$ cat src/inactivity_timeout_regs.vh
`ifndef INACTIVITY_TIMEOUT_REGS_VH
`define INACTIVITY_TIMEOUT_REGS_VH

// Register offsets from the block base address
`define OFS_TIMEOUT_PERIOD 2'h0
`define OFS_TRIGGER_MASK   2'h1
`define OFS_ALARM_STATUS   2'h2
`define OFS_RESERVED       2'h3

// Trigger mask field positions
`define MASK_BIT_KEYBOARD  0
`define MASK_BIT_MOUSE     1
`define MASK_BIT_SERIAL1   2
`define MASK_BIT_SERIAL2   3
`define MASK_FIELD_WIDTH   4

// Reset values
`define RST_TIMEOUT_PERIOD 8'h00
`define RST_TRIGGER_MASK   8'h00
`define RST_ALARM_STATUS   8'h01
`define RST_ALARM_BIT      1'b1

// Timing
`define CLOCK_HZ           40000000
`define MINUTE_SECONDS     60
// Written out as a literal: the product overflows 32-bit integer math
`define MINUTE_CYCLES      32'd2400000000

`endif

$ cat src/minute_prescaler.v
`timescale 1ns/1ps
`default_nettype none

module minute_prescaler #(
   parameter [31:0] CYCLES = 32'd2400000000
) (
   input  wire ref_clk_in,
   input  wire rst_in,
   input  wire restart_in,
   output reg  tick_out
);

   reg [31:0] count;

   // Restart zeroes the count so the next tick is a full period away
   always @(posedge ref_clk_in) begin
      if (rst_in || restart_in) begin
         count    <= 32'h00000000;
         tick_out <= 1'b0;
      end else if (count == CYCLES - 32'd1) begin
         count    <= 32'h00000000;
         tick_out <= 1'b1;
      end else begin
         count    <= count + 32'h00000001;
         tick_out <= 1'b0;
      end
   end

endmodule

`default_nettype wire

$ cat src/inactivity_timeout_timer.v
// Overview of operation
// - Eight-bit down counter decrements once per minute
// - Timeout spans 1 to 255 whole minutes
// - Watch keyboard, mouse, two serial IRQs
// - Mask selects which events restart countdown
// - Reset clears period, idles, alarm high
// - Nonzero period write loads and starts counting
// - Unmasked event before zero reloads the counter
// - At zero stop, alarm low, status 0
// - Any period write releases alarm, status 1
// - Writing zero deactivates the timer
// - Status bit mirrors alarm output level
// - Assigned IRQ active while status reads 0
// - Registers at offsets 0 to 2, 3 reserved
// - Mask bits 0-3 enable sources, 7-4 reserved
`timescale 1ns/1ps
`default_nettype none
`include "inactivity_timeout_regs.vh"

module inactivity_timeout_timer #(
   parameter [31:0] MINUTE_CYCLES = `MINUTE_CYCLES
) (
   input  wire       ref_clk_in,
   input  wire       rst_in,
   input  wire       reg_wr_in,
   input  wire [1:0] reg_addr_in,
   input  wire [7:0] reg_wdata_in,
   output reg  [7:0] reg_rdata_out,
   input  wire [3:0] irq_lines_in,
   input  wire       irq_assign_en_in,
   output reg        inactivity_alarm_n_out,
   output reg        alarm_irq_out,
   output reg        timer_active_out
);

   ////////////////////////////////////////////////////////////////////////////
   // Local constants

   localparam integer NUM_SOURCES = `MASK_FIELD_WIDTH;
   localparam [7:0]   PERIOD_OFF  = 8'h00;
   localparam [1:0]   ST_IDLE     = 2'h0;
   localparam [1:0]   ST_COUNT    = 2'h1;
   localparam [1:0]   ST_EXPIRED  = 2'h2;

   ////////////////////////////////////////////////////////////////////////////
   // Registers and wires

   // Host-visible registers
   reg  [7:0]             timeout_period_reg;
   reg  [7:0]             trigger_mask_reg;
   reg                    alarm_status_reg;

   // Countdown state
   reg  [7:0]             countdown;
   reg  [1:0]             state;

   // Next values
   reg  [1:0]             next_state;
   reg  [7:0]             next_countdown;
   reg                    next_alarm_status;
   reg  [7:0]             next_timeout_period;
   reg  [7:0]             next_trigger_mask;
   reg  [7:0]             next_rdata;

   // Event and control path
   wire [NUM_SOURCES-1:0] line_level;
   wire [NUM_SOURCES-1:0] source_hit;
   wire                   active;
   wire                   minute_tick;
   wire                   period_wr;
   wire                   mask_wr;
   wire                   start_wr;
   wire                   trigger_hit;
   wire                   reload;
   wire                   last_minute;
   wire [7:0]             countdown_less_one;

   ////////////////////////////////////////////////////////////////////////////
   // Per-source synchronisers

   genvar src;
   generate
      for (src = 0; src < NUM_SOURCES; src = src + 1) begin : g_source
         reg stage1;
         reg stage2;
         reg stage3;

         // Lines are asynchronous, so three stages guard against metastability
         always @(posedge ref_clk_in) begin
            if (rst_in) begin
               stage1 <= 1'b0;
               stage2 <= 1'b0;
               stage3 <= 1'b0;
            end else begin
               stage1 <= irq_lines_in[src];
               stage2 <= stage1;
               stage3 <= stage2;
            end
         end

         // Stages two and three must both be high before a level counts
         assign line_level[src] = stage2 & stage3;
      end
   endgenerate

   ////////////////////////////////////////////////////////////////////////////
   // Per-source mask qualification

   generate
      for (src = 0; src < NUM_SOURCES; src = src + 1) begin : g_qualify
         assign source_hit[src] = line_level[src] & trigger_mask_reg[src];
      end
   endgenerate

   ////////////////////////////////////////////////////////////////////////////
   // Write decode and trigger qualification

   assign period_wr          = reg_wr_in && (reg_addr_in == `OFS_TIMEOUT_PERIOD);
   assign mask_wr            = reg_wr_in && (reg_addr_in == `OFS_TRIGGER_MASK);
   assign start_wr           = period_wr && (reg_wdata_in != PERIOD_OFF);
   assign active             = (state == ST_COUNT);
   assign last_minute        = (countdown <= 8'h01);
   assign countdown_less_one = countdown - 8'h01;
   // A held line keeps reloading, so a stuck IRQ counts as constant activity
   assign trigger_hit        = active && (|source_hit);
   assign reload             = start_wr || trigger_hit;

   ////////////////////////////////////////////////////////////////////////////
   // Minute tick

   minute_prescaler #(
      .CYCLES (MINUTE_CYCLES)
   ) u_prescaler (
      .ref_clk_in (ref_clk_in),
      .rst_in     (rst_in),
      .restart_in (reload),
      .tick_out   (minute_tick)
   );

   ////////////////////////////////////////////////////////////////////////////
   // Configuration registers

   // Period write also acts as the start or stop command
   always @* begin
      next_timeout_period = timeout_period_reg;
      if (period_wr) begin
         next_timeout_period = reg_wdata_in;
      end
   end

   // Reserved mask bits store zero and read back as zero
   always @* begin
      next_trigger_mask = trigger_mask_reg;
      if (mask_wr) begin
         next_trigger_mask                     = 8'h00;
         next_trigger_mask[`MASK_BIT_KEYBOARD] = reg_wdata_in[`MASK_BIT_KEYBOARD];
         next_trigger_mask[`MASK_BIT_MOUSE]    = reg_wdata_in[`MASK_BIT_MOUSE];
         next_trigger_mask[`MASK_BIT_SERIAL1]  = reg_wdata_in[`MASK_BIT_SERIAL1];
         next_trigger_mask[`MASK_BIT_SERIAL2]  = reg_wdata_in[`MASK_BIT_SERIAL2];
      end
   end

   always @(posedge ref_clk_in) begin
      if (rst_in) begin
         timeout_period_reg <= `RST_TIMEOUT_PERIOD;
      end else begin
         timeout_period_reg <= next_timeout_period;
      end
   end

   always @(posedge ref_clk_in) begin
      if (rst_in) begin
         trigger_mask_reg <= `RST_TRIGGER_MASK;
      end else begin
         trigger_mask_reg <= next_trigger_mask;
      end
   end

   ////////////////////////////////////////////////////////////////////////////
   // Countdown state machine, next values

   // A period write wins over a trigger or a tick in the same cycle
   always @* begin
      next_state        = state;
      next_countdown    = countdown;
      next_alarm_status = alarm_status_reg;
      if (period_wr) begin
         next_alarm_status = 1'b1;
         next_countdown    = reg_wdata_in;
         if (start_wr) begin
            next_state = ST_COUNT;
         end else begin
            next_state = ST_IDLE;
         end
      end else begin
         case (state)
            ST_IDLE: begin
               // Parked: events and ticks are ignored here
               next_countdown = countdown;
            end
            ST_COUNT: begin
               if (trigger_hit) begin
                  next_countdown = timeout_period_reg;
               end else if (minute_tick) begin
                  if (last_minute) begin
                     next_countdown    = 8'h00;
                     next_state        = ST_EXPIRED;
                     next_alarm_status = 1'b0;
                  end else begin
                     next_countdown = countdown_less_one;
                  end
               end
            end
            ST_EXPIRED: begin
               // Stays expired until the next period write or reset
               next_alarm_status = 1'b0;
            end
            default: begin
               next_state        = ST_IDLE;
               next_countdown    = 8'h00;
               next_alarm_status = 1'b1;
            end
         endcase
      end
   end

   ////////////////////////////////////////////////////////////////////////////
   // Countdown state machine, registers

   always @(posedge ref_clk_in) begin
      if (rst_in) begin
         state            <= ST_IDLE;
         countdown        <= 8'h00;
         alarm_status_reg <= `RST_ALARM_BIT;
      end else begin
         state            <= next_state;
         countdown        <= next_countdown;
         alarm_status_reg <= next_alarm_status;
      end
   end

   ////////////////////////////////////////////////////////////////////////////
   // Read data select

   // Offset three is reserved and reads zero
   always @* begin
      case (reg_addr_in)
         `OFS_TIMEOUT_PERIOD: begin
            next_rdata = timeout_period_reg;
         end
         `OFS_TRIGGER_MASK: begin
            next_rdata = trigger_mask_reg;
         end
         `OFS_ALARM_STATUS: begin
            next_rdata = {7'h00, alarm_status_reg};
         end
         default: begin
            next_rdata = 8'h00;
         end
      endcase
   end

   ////////////////////////////////////////////////////////////////////////////
   // Registered outputs

   // The pin follows the status bit one edge later, so both read alike
   always @(posedge ref_clk_in) begin
      if (rst_in) begin
         inactivity_alarm_n_out <= 1'b1;
      end else begin
         inactivity_alarm_n_out <= alarm_status_reg;
      end
   end

   always @(posedge ref_clk_in) begin
      if (rst_in) begin
         alarm_irq_out <= 1'b0;
      end else begin
         alarm_irq_out <= irq_assign_en_in && !alarm_status_reg;
      end
   end

   // Mirrors the running state for the host
   always @(posedge ref_clk_in) begin
      if (rst_in) begin
         timer_active_out <= 1'b0;
      end else begin
         timer_active_out <= active;
      end
   end

   // Read data answers the address of the previous edge
   always @(posedge ref_clk_in) begin
      if (rst_in) begin
         reg_rdata_out <= 8'h00;
      end else begin
         reg_rdata_out <= next_rdata;
      end
   end

endmodule

`default_nettype wire

$ cat config.mk
export PLATFORM = sky130hd
export DESIGN_NAME = inactivity_timeout_timer
export DESIGN_NICKNAME = d
export VERILOG_FILES = /design/src/minute_prescaler.v /design/src/inactivity_timeout_timer.v
export VERILOG_INCLUDE_DIRS = /design/src
export SDC_FILE = /design/constraint.sdc
export NUM_CORES = 1
export LEC_CHECK = 0
export ABC_AREA = 0
export BUFFER_PORTS_ARGS = -buffer_cell sky130_fd_sc_hd__buf_2
export CAP_MARGIN = 20
export CORE_MARGIN = 2
export CORE_UTILIZATION = 40
export DETAILED_ROUTE_END_ITERATION = 6
export SKIP_CTS_REPAIR_TIMING = 1
export SYNTH_ARGS = -nofsm -noshare
export SYNTH_HDL_FRONTEND = slang
export SYNTH_SLANG_ARGS = --single-unit
$ cat constraint.sdc
create_clock -name ref_clk_in -period 2.9 [get_ports ref_clk_in]
set_clock_uncertainty 0.1 [all_clocks]
set_input_delay 0.29 -clock ref_clk_in [delete_from_list [all_inputs] [get_ports ref_clk_in]]
set_output_delay 0.29 -clock ref_clk_in [all_outputs]
set_load 0.05 [all_outputs]
==> metrics list, run 1 <==
- STA classifies the critical path endpoint as a register.
- Worst r2r src: countdown[2]$_SDFFE_PP0P_
- Synthesis produced a netlist with a net count of 404.
* Vias in the first global route: 2,638
* Total gr overflow: 0
- The routed layout has 2,677 vias.
* Clk Latency, worst-skew pair: 0.35 ns
* Maximum fanout along the worst path: 7
* Syn Inst Count: 380
- The endpoint identified for the worst register-to-register timing path is alarm_status_reg$_SDFFE_PP1P_.
- The worst path in the final design needs a cycle of 2.21 ns, including I/O delays and setup.
- Fraction of layout instances using a drive strength above 1: 13.6%
- Setup violations remaining at the end of the flow were counted as 0.
* Number of buffers on the longest clock path: 2
* Data required time of the critical path: 3.04 ns
- Synth area leaders: sky130_fd_sc_hd__dfxtp_1 47%, sky130_fd_sc_hd__nor2_1 6.8%, sky130_fd_sc_hd__xor2_1 4.2%, sky130_fd_sc_hd__xnor2_1 3.9%, sky130_fd_sc_hd__nand2_1 3.6%
* Dominant synthesized flop cell: sky130_fd_sc_hd__dfxtp_1
* Antenna-violating nets left: 0
- TritonCTS built the clock tree.
- In this run the count of I/O pins placed on the die edge is 29.
* Number of sinks on the clock net: 79
* CTS root buffer: sky130_fd_sc_hd__clkbuf_8
- Setup TNS: 0 ns
* Proportion of register bits with asynchronous set or reset after synthesis: 0%
- Yosys synthesis warning count: 0
* Leading area contributor after synthesis: sky130_fd_sc_hd__dfxtp_1
- Summed over its instances, the top area cell type makes up 47.5% of the synthesized netlist area.
* Crit Path Class: reg -> reg
- For the pin with the worst max-slew slack, the measured transition is 0.482 ns.
- Htree depth: 3
- u_prescaler.count holds more flip-flops than any other register.
- Setup repair after global routing left no endpoint under its margin.
- The first global-routing pass estimated 11.8 mm of wire.
* Post-detailed-routing wire length: 6.80 mm
* Combinational Power Share: 7.4%
- Data arrival at the endpoint of the critical path: 2.35 ns
* Area of the placeable core: 0.00813 sq mm
* DR iter-0 viols: 89
- The die covers 0.00908 sq mm.
* LEAKAGE: 1.47 nW
- After layout, the worst path uses 76.4% of the clock period.
- The number of antenna violations at the first check in global routing is 0.
- Area Overhead vs Synth: 15.7%
- Measured against its own limit, the worst slew margin works out to 67.6%.
- The worst hold path belongs to the class in -> reg.
- Clock transition at the registers of the reported paths: 0.08 ns
- Entering global routing, the biggest net connects 44 pins.
* Internal: 1.79 mW
- Per report_power, the clock group accounts for 43.9% of the total.
- Summing the sequential cell areas from Yosys gives 47.5% of the chip area.
* Number of flip-flops under the largest register name: 32
- The path with the worst hold slack has its endpoint at alarm_irq_out$_SDFF_PP0_.
- After legalization and detailed placement, the total HPWL measured 4.78 mm.
- Die Wd: 95.3 um
- Library cells used by synthesis: 46
- Max_cap viols: 0
- The initial utilization of the core area, before any placement, comes to 41.0%.
- Using the TritonRoute via totals, the vias-per-cell ratio works out to 5.12.
- Antenna fix cells: 0
* Net total in the final layout: 437
- Final hold analysis gives a worst-case slack of 0.0461 ns.
* Number of hold violations in the final report: 0
- In this run the power density over the cells is 599 mW/mm^2.
- Across the VDD grid, the largest voltage drop is 0.327 mV.
* Switching Power: 0.517 mW
- The number of clock buffers added by TritonCTS is 9.
- After synthesis the netlist holds a flip-flop and latch count of 79.
- Measured on the finished design, the core utilization comes to 47.4%.
- Core Rows: 33
* Maximum operating frequency: 452 MHz
* Portion of total power attributed to sequential cells: 48.7%
* Port bufs: 28
- The synthesized design contains 0 enable-type register cells.
- Startpoint class of the critical path: register
* Overall track demand over capacity in global routing: 16.4%
- Drt pass-1 iters: 4
* Overall die height: 95.3 um
* Fraction of power spent switching nets: 22.4%
- Average cell area after synthesis: 8.77 sq um
- The congestion estimate from routability-driven global placement came to 0.825.
* Number of remaining DRC errors: 0
* Result of the run: finished, final reports clean
- Summing every instance area after synthesis gives 0.00333 sq mm.
- Register-to-Register Path Depth: 5
* Cell depth of the worst hold path: 3
- Number of pins exceeding their max-slew limit in the final report: 0
* Wirelength per Cell: 13.0 um
- Startpoint of the lowest-slack hold path: irq_assign_en_in
* Flop-to-flop setup slack: 0.69 ns
-- power by group through the flow --
stage | registers [mW] | clock network (mW) | logic [mW]
floorplan | 1.15 | 0 | 0.116
global placement | 1.15 | 0 | 0.169
detailed placement | 1.15 | 0 | 0.169
CTS | 1.12 | 1.05 | 0.171
global route | 1.13 | 1.08 | 0.193
finish | 1.12 | 1.01 | 0.171
-- worst max path at each step --
stage / startpoint / endpoint / slack [ns] / cells past startpoint
2_1_floorplan: countdown[2]$_SDFFE_PP0P_ / alarm_status_reg$_SDFFE_PP1P_ / 0.88 / 5
3_3_place_gp: reg_addr_in[0] / countdown[3]$_SDFFE_PP0P_ / 0.62 / 7
3_5_place_dp: reg_addr_in[0] / countdown[3]$_SDFFE_PP0P_ / 0.56 / 7
4_1_cts: countdown[2]$_SDFFE_PP0P_ / alarm_status_reg$_SDFFE_PP1P_ / 0.69 / 5
5_1_grt: countdown[0]$_SDFFE_PP0P_ / countdown[6]$_SDFFE_PP0P_ / 0.53 / 8
6_report: countdown[2]$_SDFFE_PP0P_ / alarm_status_reg$_SDFFE_PP1P_ / 0.69 / 5
-- placed cells by master (no fill, tap or decap), types with 8 or more instances in the layout --
cell	netlist	routed
sky130_fd_sc_hd__nand3_1	22	22
sky130_fd_sc_hd__and2_1	8	8
sky130_fd_sc_hd__nor2b_1	13	13
sky130_fd_sc_hd__buf_2	5	28
sky130_fd_sc_hd__dfxtp_1	79	79
sky130_fd_sc_hd__nand2_1	32	32
sky130_fd_sc_hd__o21ai_0	8	8
sky130_fd_sc_hd__clkbuf_8	0	11
sky130_fd_sc_hd__nor2_1	60	60
sky130_fd_sc_hd__a21oi_1	13	13
sky130_fd_sc_hd__mux2i_1	8	8
sky130_fd_sc_hd__nor3_1	10	10
sky130_fd_sc_hd__xnor2_1	15	15
sky130_fd_sc_hd__inv_1	10	10
sky130_fd_sc_hd__xor2_1	16	16
sky130_fd_sc_hd__nand4_1	10	10
-- per-layer routing --
layer  part of all wire [%]  track usage, %  up-vias
met4                    1.4            5.56        0
met1                     46            20.1     1221
li1                       -               -     1376
met3                    5.4            4.90        8
met2                     47            27.6       72
met5                      0               0        -
-- synth_stat cells, types with 8 or more instances --
library cell,instances
sky130_fd_sc_hd__a21oi_1,13
sky130_fd_sc_hd__nor2_1,60
sky130_fd_sc_hd__mux2i_1,8
sky130_fd_sc_hd__nor2b_1,13
sky130_fd_sc_hd__inv_1,10
sky130_fd_sc_hd__xnor2_1,15
sky130_fd_sc_hd__o21ai_0,8
sky130_fd_sc_hd__and2_1,8
sky130_fd_sc_hd__nand4_1,10
sky130_fd_sc_hd__nand2_1,32
sky130_fd_sc_hd__xor2_1,16
sky130_fd_sc_hd__nor3_1,10
sky130_fd_sc_hd__dfxtp_1,79
sky130_fd_sc_hd__nand3_1,22
sky130_fd_sc_hd__clkbuf_1,8
-- per-stage QoR --
stage,setup WS [ns],total power [mW],instances,area (sq um)
6_report,0.685,2.31,523,3860
4_1_cts,0.692,2.34,523,3860
3_3_place_gp,0.617,1.32,507,3600
2_1_floorplan,0.879,1.27,380,3330
5_1_grt,0.526,2.40,523,3860
3_5_place_dp,0.564,1.32,507,3600
-- kinds of logic after synthesis --
family | synth area share [%]
AOI/OAI and AO/OA | 10.1
muxes | 2.40
and+or+nand+nor | 26.7
adders and majority gates | 2.25
DFF | 47.5
xor gates and xnor gates | 8.15
buffers and inverters | 3.00
-- final cells by class --
class / count / area [sq um]
Clock inverter: 5 / 104
Sequential cell: 79 / 1580
Clock buffer: 11 / 151
Inverter: 12 / 45.0
Multi-Input combinational cell: 276 / 1650
Fill cell: 806 / 4280
Timing Repair Buffer: 35 / 193
Tap cell: 105 / 131
-- worst max-delay path: stages, from the launching register on --
cell and delay [ns]:
sky130_fd_sc_hd__dfxtp_1 0.37, sky130_fd_sc_hd__or4_4 0.58, sky130_fd_sc_hd__nor4_4 0.32, sky130_fd_sc_hd__nand3_1 0.15
sky130_fd_sc_hd__a21o_1 0.20, sky130_fd_sc_hd__a2111o_1 0.39
(Power assumes the default switching activity.)
==> run 2, diff against run 1 <==
--- a/config.mk
+++ b/config.mk
@@ -6,7 +6,7 @@
 export SDC_FILE = /design/constraint.sdc
 export NUM_CORES = 1
 export LEC_CHECK = 0
-export ABC_AREA = 0
+export ABC_AREA = 1
 export BUFFER_PORTS_ARGS = -buffer_cell sky130_fd_sc_hd__buf_2
 export CAP_MARGIN = 20
 export CORE_MARGIN = 2
==> constraint.sdc (replaced) <==
create_clock -name ref_clk_in -period 2.18 [get_ports ref_clk_in]
set_clock_uncertainty 0.1 [all_clocks]
set_input_delay 0.218 -clock ref_clk_in [delete_from_list [all_inputs] [get_ports ref_clk_in]]
set_output_delay 0.218 -clock ref_clk_in [all_outputs]
set_load 0.05 [all_outputs]
==> run 2 against run 1 <==
  * Register-to-register slack worse by 0.32 ns
  * Maximum frequency up 22%
  * Sequential cell count unchanged
  * Non-clock buffer count up 2
  * Synthesized cell count is 64% higher
  * Final cell count up 53%
  * Via count rose by 38%
  * Cell area rose by 18%
  * Critical path type unchanged
  * Critical endpoint is now state[0]$_SDFFE_PP0P_
==> metrics list, run 2 <==
- Placer congestion estimate: 0.903
- Most numerous cell in the Yosys netlist: sky130_fd_sc_hd__nand2_1
* Drt pass-1 iters: 5
* Max IR drop VDD: 0.286 mV
* Most crowded layer after global routing: met1
- Transition at the pin with the smallest max-transition slack: 0.586 ns
- The path class of the tightest hold or removal check is in -> reg.
* DR iter-0 viols: 243
- The critical path is of the reg -> reg type.
- Areal power density over the cells: 758 mW/mm^2
- Htree depth: 3
- For the worst setup path, the data required time is 2.34 ns.
- Routing usage on met3: 2.62%
- On the final layout, the worst hold slack is 0.0549 ns.
- The biggest area contributor in the post-synthesis netlist is sky130_fd_sc_hd__dfxtp_1.
- The flow ran to the end, and the final reports show no timing, DRC or antenna violations.
* Proportion of register bits with asynchronous set or reset after synthesis: 0%
* Cells after DPL: 778
- Yosys synthesis warning count: 0
- By area the synthesized netlist is led by sky130_fd_sc_hd__dfxtp_1 39%, sky130_fd_sc_hd__nand2_1 16%, sky130_fd_sc_hd__nor2_1 11%, sky130_fd_sc_hd__inv_1 8.8%, sky130_fd_sc_hd__nand3_1 4.7%.
* Post-detailed-route via-to-cell ratio: 4.64
* Total I/O pin count: 29
- The library cells used most frequently in the layout, excluding fill and tap cells, are 168 x sky130_fd_sc_hd__nand2_1, 117 x sky130_fd_sc_hd__nor2_1, 95 x sky130_fd_sc_hd__inv_1.
- Number of remaining DRC errors: 0
* Wirelength per Cell: 11.6 um
- Number of hold violations in the final report: 0
- Number of sinks on the clock net: 79
* Wire length of the first global-routing pass: 15.4 mm
* Flop-to-flop setup slack: 0.37 ns
- Number of nets in the synthesized netlist: 648
- In this run the most critical hold path is launched from reg_wdata_in[0].
- Area occupied by registers: 0.00158 sq mm
- Fraction of the cycle the final worst path needs: 83.2%
- The startpoint identified for the worst register-to-register timing path is countdown[1]$_SDFFE_PP0P_.
* Die Wd: 105 um
- For this run, the leading register cell type out of synthesis is sky130_fd_sc_hd__dfxtp_1.
- A synthesized cell averages 6.50 sq um.
* Syn Inst Count: 624
- Of all nets on the critical path, the largest fanout is 8.
- Library cells used by synthesis: 30
* Cell depth of the worst hold path: 3
* Number of pins exceeding their max-slew limit in the final report: 0
- Overall die height: 105 um
- Vias in the first global route: 3,390
- Static timing analysis puts the maximum clock frequency at 551 MHz.
- Kind of capture point of the worst setup path: register
- Part of the Yosys area used for sequential elements: 39.0%
- Summed over all cells, the static leakage comes to 1.89 nW.
- Area share of the leading cell type in the synthesized netlist: 39.0%
- Across the run, the number of max-cap violations was 0.
- Setup violations remaining at the end of the flow were counted as 0.
- Clock transition at the registers of the reported paths: 0.09 ns
- The clock reaches the later pin of the worst-skew pair after 0.36 ns.
- Post-synth EDFFs: 0
* CTS root buffer: sky130_fd_sc_hd__clkbuf_8
- Antenna-violating nets left: 0
* Terminus of the critical flop-to-flop path: state[0]$_SDFFE_PP0P_
* Met1 track demand over resource in global routing: 25.2%
- In this run the standard cell core region covers 0.00982 sq mm.
* Cell area after synthesis: 0.00406 sq mm
- Fraction of layout instances using a drive strength above 1: 11.3%
- Core Rows: 36
- Area Overhead vs Synth: 11.8%
* Total gr overflow: 0
* Setup TNS: 0 ns
- Sum of net half-perimeters after detailed placement: 6.92 mm
* Number of antenna violations at the first check in global routing: 0
- Die Footprint: 0.0110 sq mm
- Number of synthesized register bits: 79
- TritonCTS built the clock tree.
- After filler insertion, the fill cell instance count of the layout stands at 1,054.
* Register-to-Register Path Depth: 11
* Number of standard cells in the final layout excluding fillers: 798
* Terminating pin of the worst hold path: trigger_mask_reg[0]$_SDFFE_PP0P_
* Time the final worst path needs with I/O delays and setup: 1.81 ns
- Data arrives at the worst endpoint at 1.98 ns.
- The register with the most flip-flops in the layout has 32 of them.
- Setup repair after global routing left no endpoint under its margin.
- Entering global routing, the biggest net connects 33 pins.
- CTS buffer count: 9
* Post-detailed-routing wire length: 9.23 mm
- For met2 alone, demand over resource in global routing was 25.0%.
* Startpoint class of the critical path: register
- Register bank with the most flops: u_prescaler.count
* Most frequent cells after synthesis: 168 x sky130_fd_sc_hd__nand2_1, 117 x sky130_fd_sc_hd__nor2_1, 95 x sky130_fd_sc_hd__inv_1
* Final core area utilization: 46.2%
- Initial core utilization: 41.3%
- The number of antenna diodes in the final layout is 0.
* Overall track demand over capacity in global routing: 17.2%
- For this block, the via count after detailed routing is 3,703.
- Net total in the final layout: 685
- Combined area of the multi-input logic cells: 0.00202 sq mm
* Number of buffers on the longest clock path: 2
- In this run the tightest slew margin relative to its limit is 60.7%.
* Port bufs: 28
- Leading cell type in the layout, fill and taps excluded: sky130_fd_sc_hd__nand2_1
-- run 2: cell count changes after synthesis, sizes merged, moves of 12 or more --
cell,delta
nor2b,-13
nor2,+68
inv,+87
nand2,+140
nand3,+20
a21oi,+12
-- run 2: how the worst max path moves through the flow --
| stage | from | endpoint | slack [ns] | cells past startpoint |
|---|---|---|---|---|
| 2_1_floorplan | u_prescaler.count[0]$_SDFF_PP0_ | u_prescaler.count[27]$_SDFF_PP0_ | 0.60 | 9 |
| 3_3_place_gp | reg_addr_in[1] | countdown[2]$_SDFFE_PP0P_ | 0.37 | 9 |
| 3_5_place_dp | reg_addr_in[1] | countdown[2]$_SDFFE_PP0P_ | 0.36 | 9 |
| 4_1_cts | u_prescaler.count[0]$_SDFF_PP0_ | u_prescaler.count[27]$_SDFF_PP0_ | 0.36 | 9 |
| 5_1_grt | countdown[1]$_SDFFE_PP0P_ | state[0]$_SDFFE_PP0P_ | 0.21 | 11 |
| 6_report | countdown[1]$_SDFFE_PP0P_ | state[0]$_SDFFE_PP0P_ | 0.37 | 11 |
-- run 2: through the flow --
step                      setup slack (ns)  total power, mW  area (sq um)
after floorplan                      0.597             2.33          4060
after detailed placement             0.357             2.50          4320
after global placement               0.366             2.49          4320
after CTS                            0.364             3.45          4480
after global routing                 0.210             3.69          4530
final                                0.366             3.44          4530
-- run 2: area by class of cell --
type                            count  area share, %
Tap cell                          133           3.67
Multi-Input combinational cell    434           44.5
Inverter                          100           8.28
Clock inverter                      6          0.828
Clock buffer                        9           2.73
Timing Repair Buffer               37           5.13
Sequential cell                    79           34.9
-- run 2: report_power, final --
| part | switching (mW) | internal [mW] | total (mW) |
|---|---|---|---|
| Clock | 0.549 | 0.405 | 0.954 |
| Combinational | 0.586 | 0.305 | 0.891 |
| Sequential | 0.0599 | 1.53 | 1.59 |
| Total | 1.19 | 2.24 | 3.44 |
-- run 2: logic make-up (layout without fill, tap and decap cells) --
group                    Yosys count  count (layout)  synth area share, %
AO/OA/AOI/OAI                     43              43                 5.74
AND/OR/NAND/NOR                  370             370                 38.9
adder cells (fa/ha/maj)            6               6                 1.85
XOR/XNOR                          15              15                 3.24
buffers and inverters            111             152                 11.3
flip-flops                        79              79                 39.0
-- run 2: routing by layer --
metal | wire (um) | part of all wire, %
met2 | 3900 | 42
met3 | 339 | 3.7
met1 | 4870 | 53
met4 | 120 | 1.3
met5 | 0 | 0
-- run 2: worst max-delay path, stage by stage, from the launching register on --
cell	delay, ns
sky130_fd_sc_hd__dfxtp_1	0.33
sky130_fd_sc_hd__inv_1	0.12
sky130_fd_sc_hd__ha_1	0.20
sky130_fd_sc_hd__nor2_1	0.06
sky130_fd_sc_hd__nor2_1	0.10
sky130_fd_sc_hd__nand3_1	0.25
sky130_fd_sc_hd__inv_1	0.19
sky130_fd_sc_hd__nand2_1	0.06
sky130_fd_sc_hd__nand2_1	0.10
sky130_fd_sc_hd__nand3_1	0.08
sky130_fd_sc_hd__nand2_1	0.07
sky130_fd_sc_hd__nor2_1	0.05
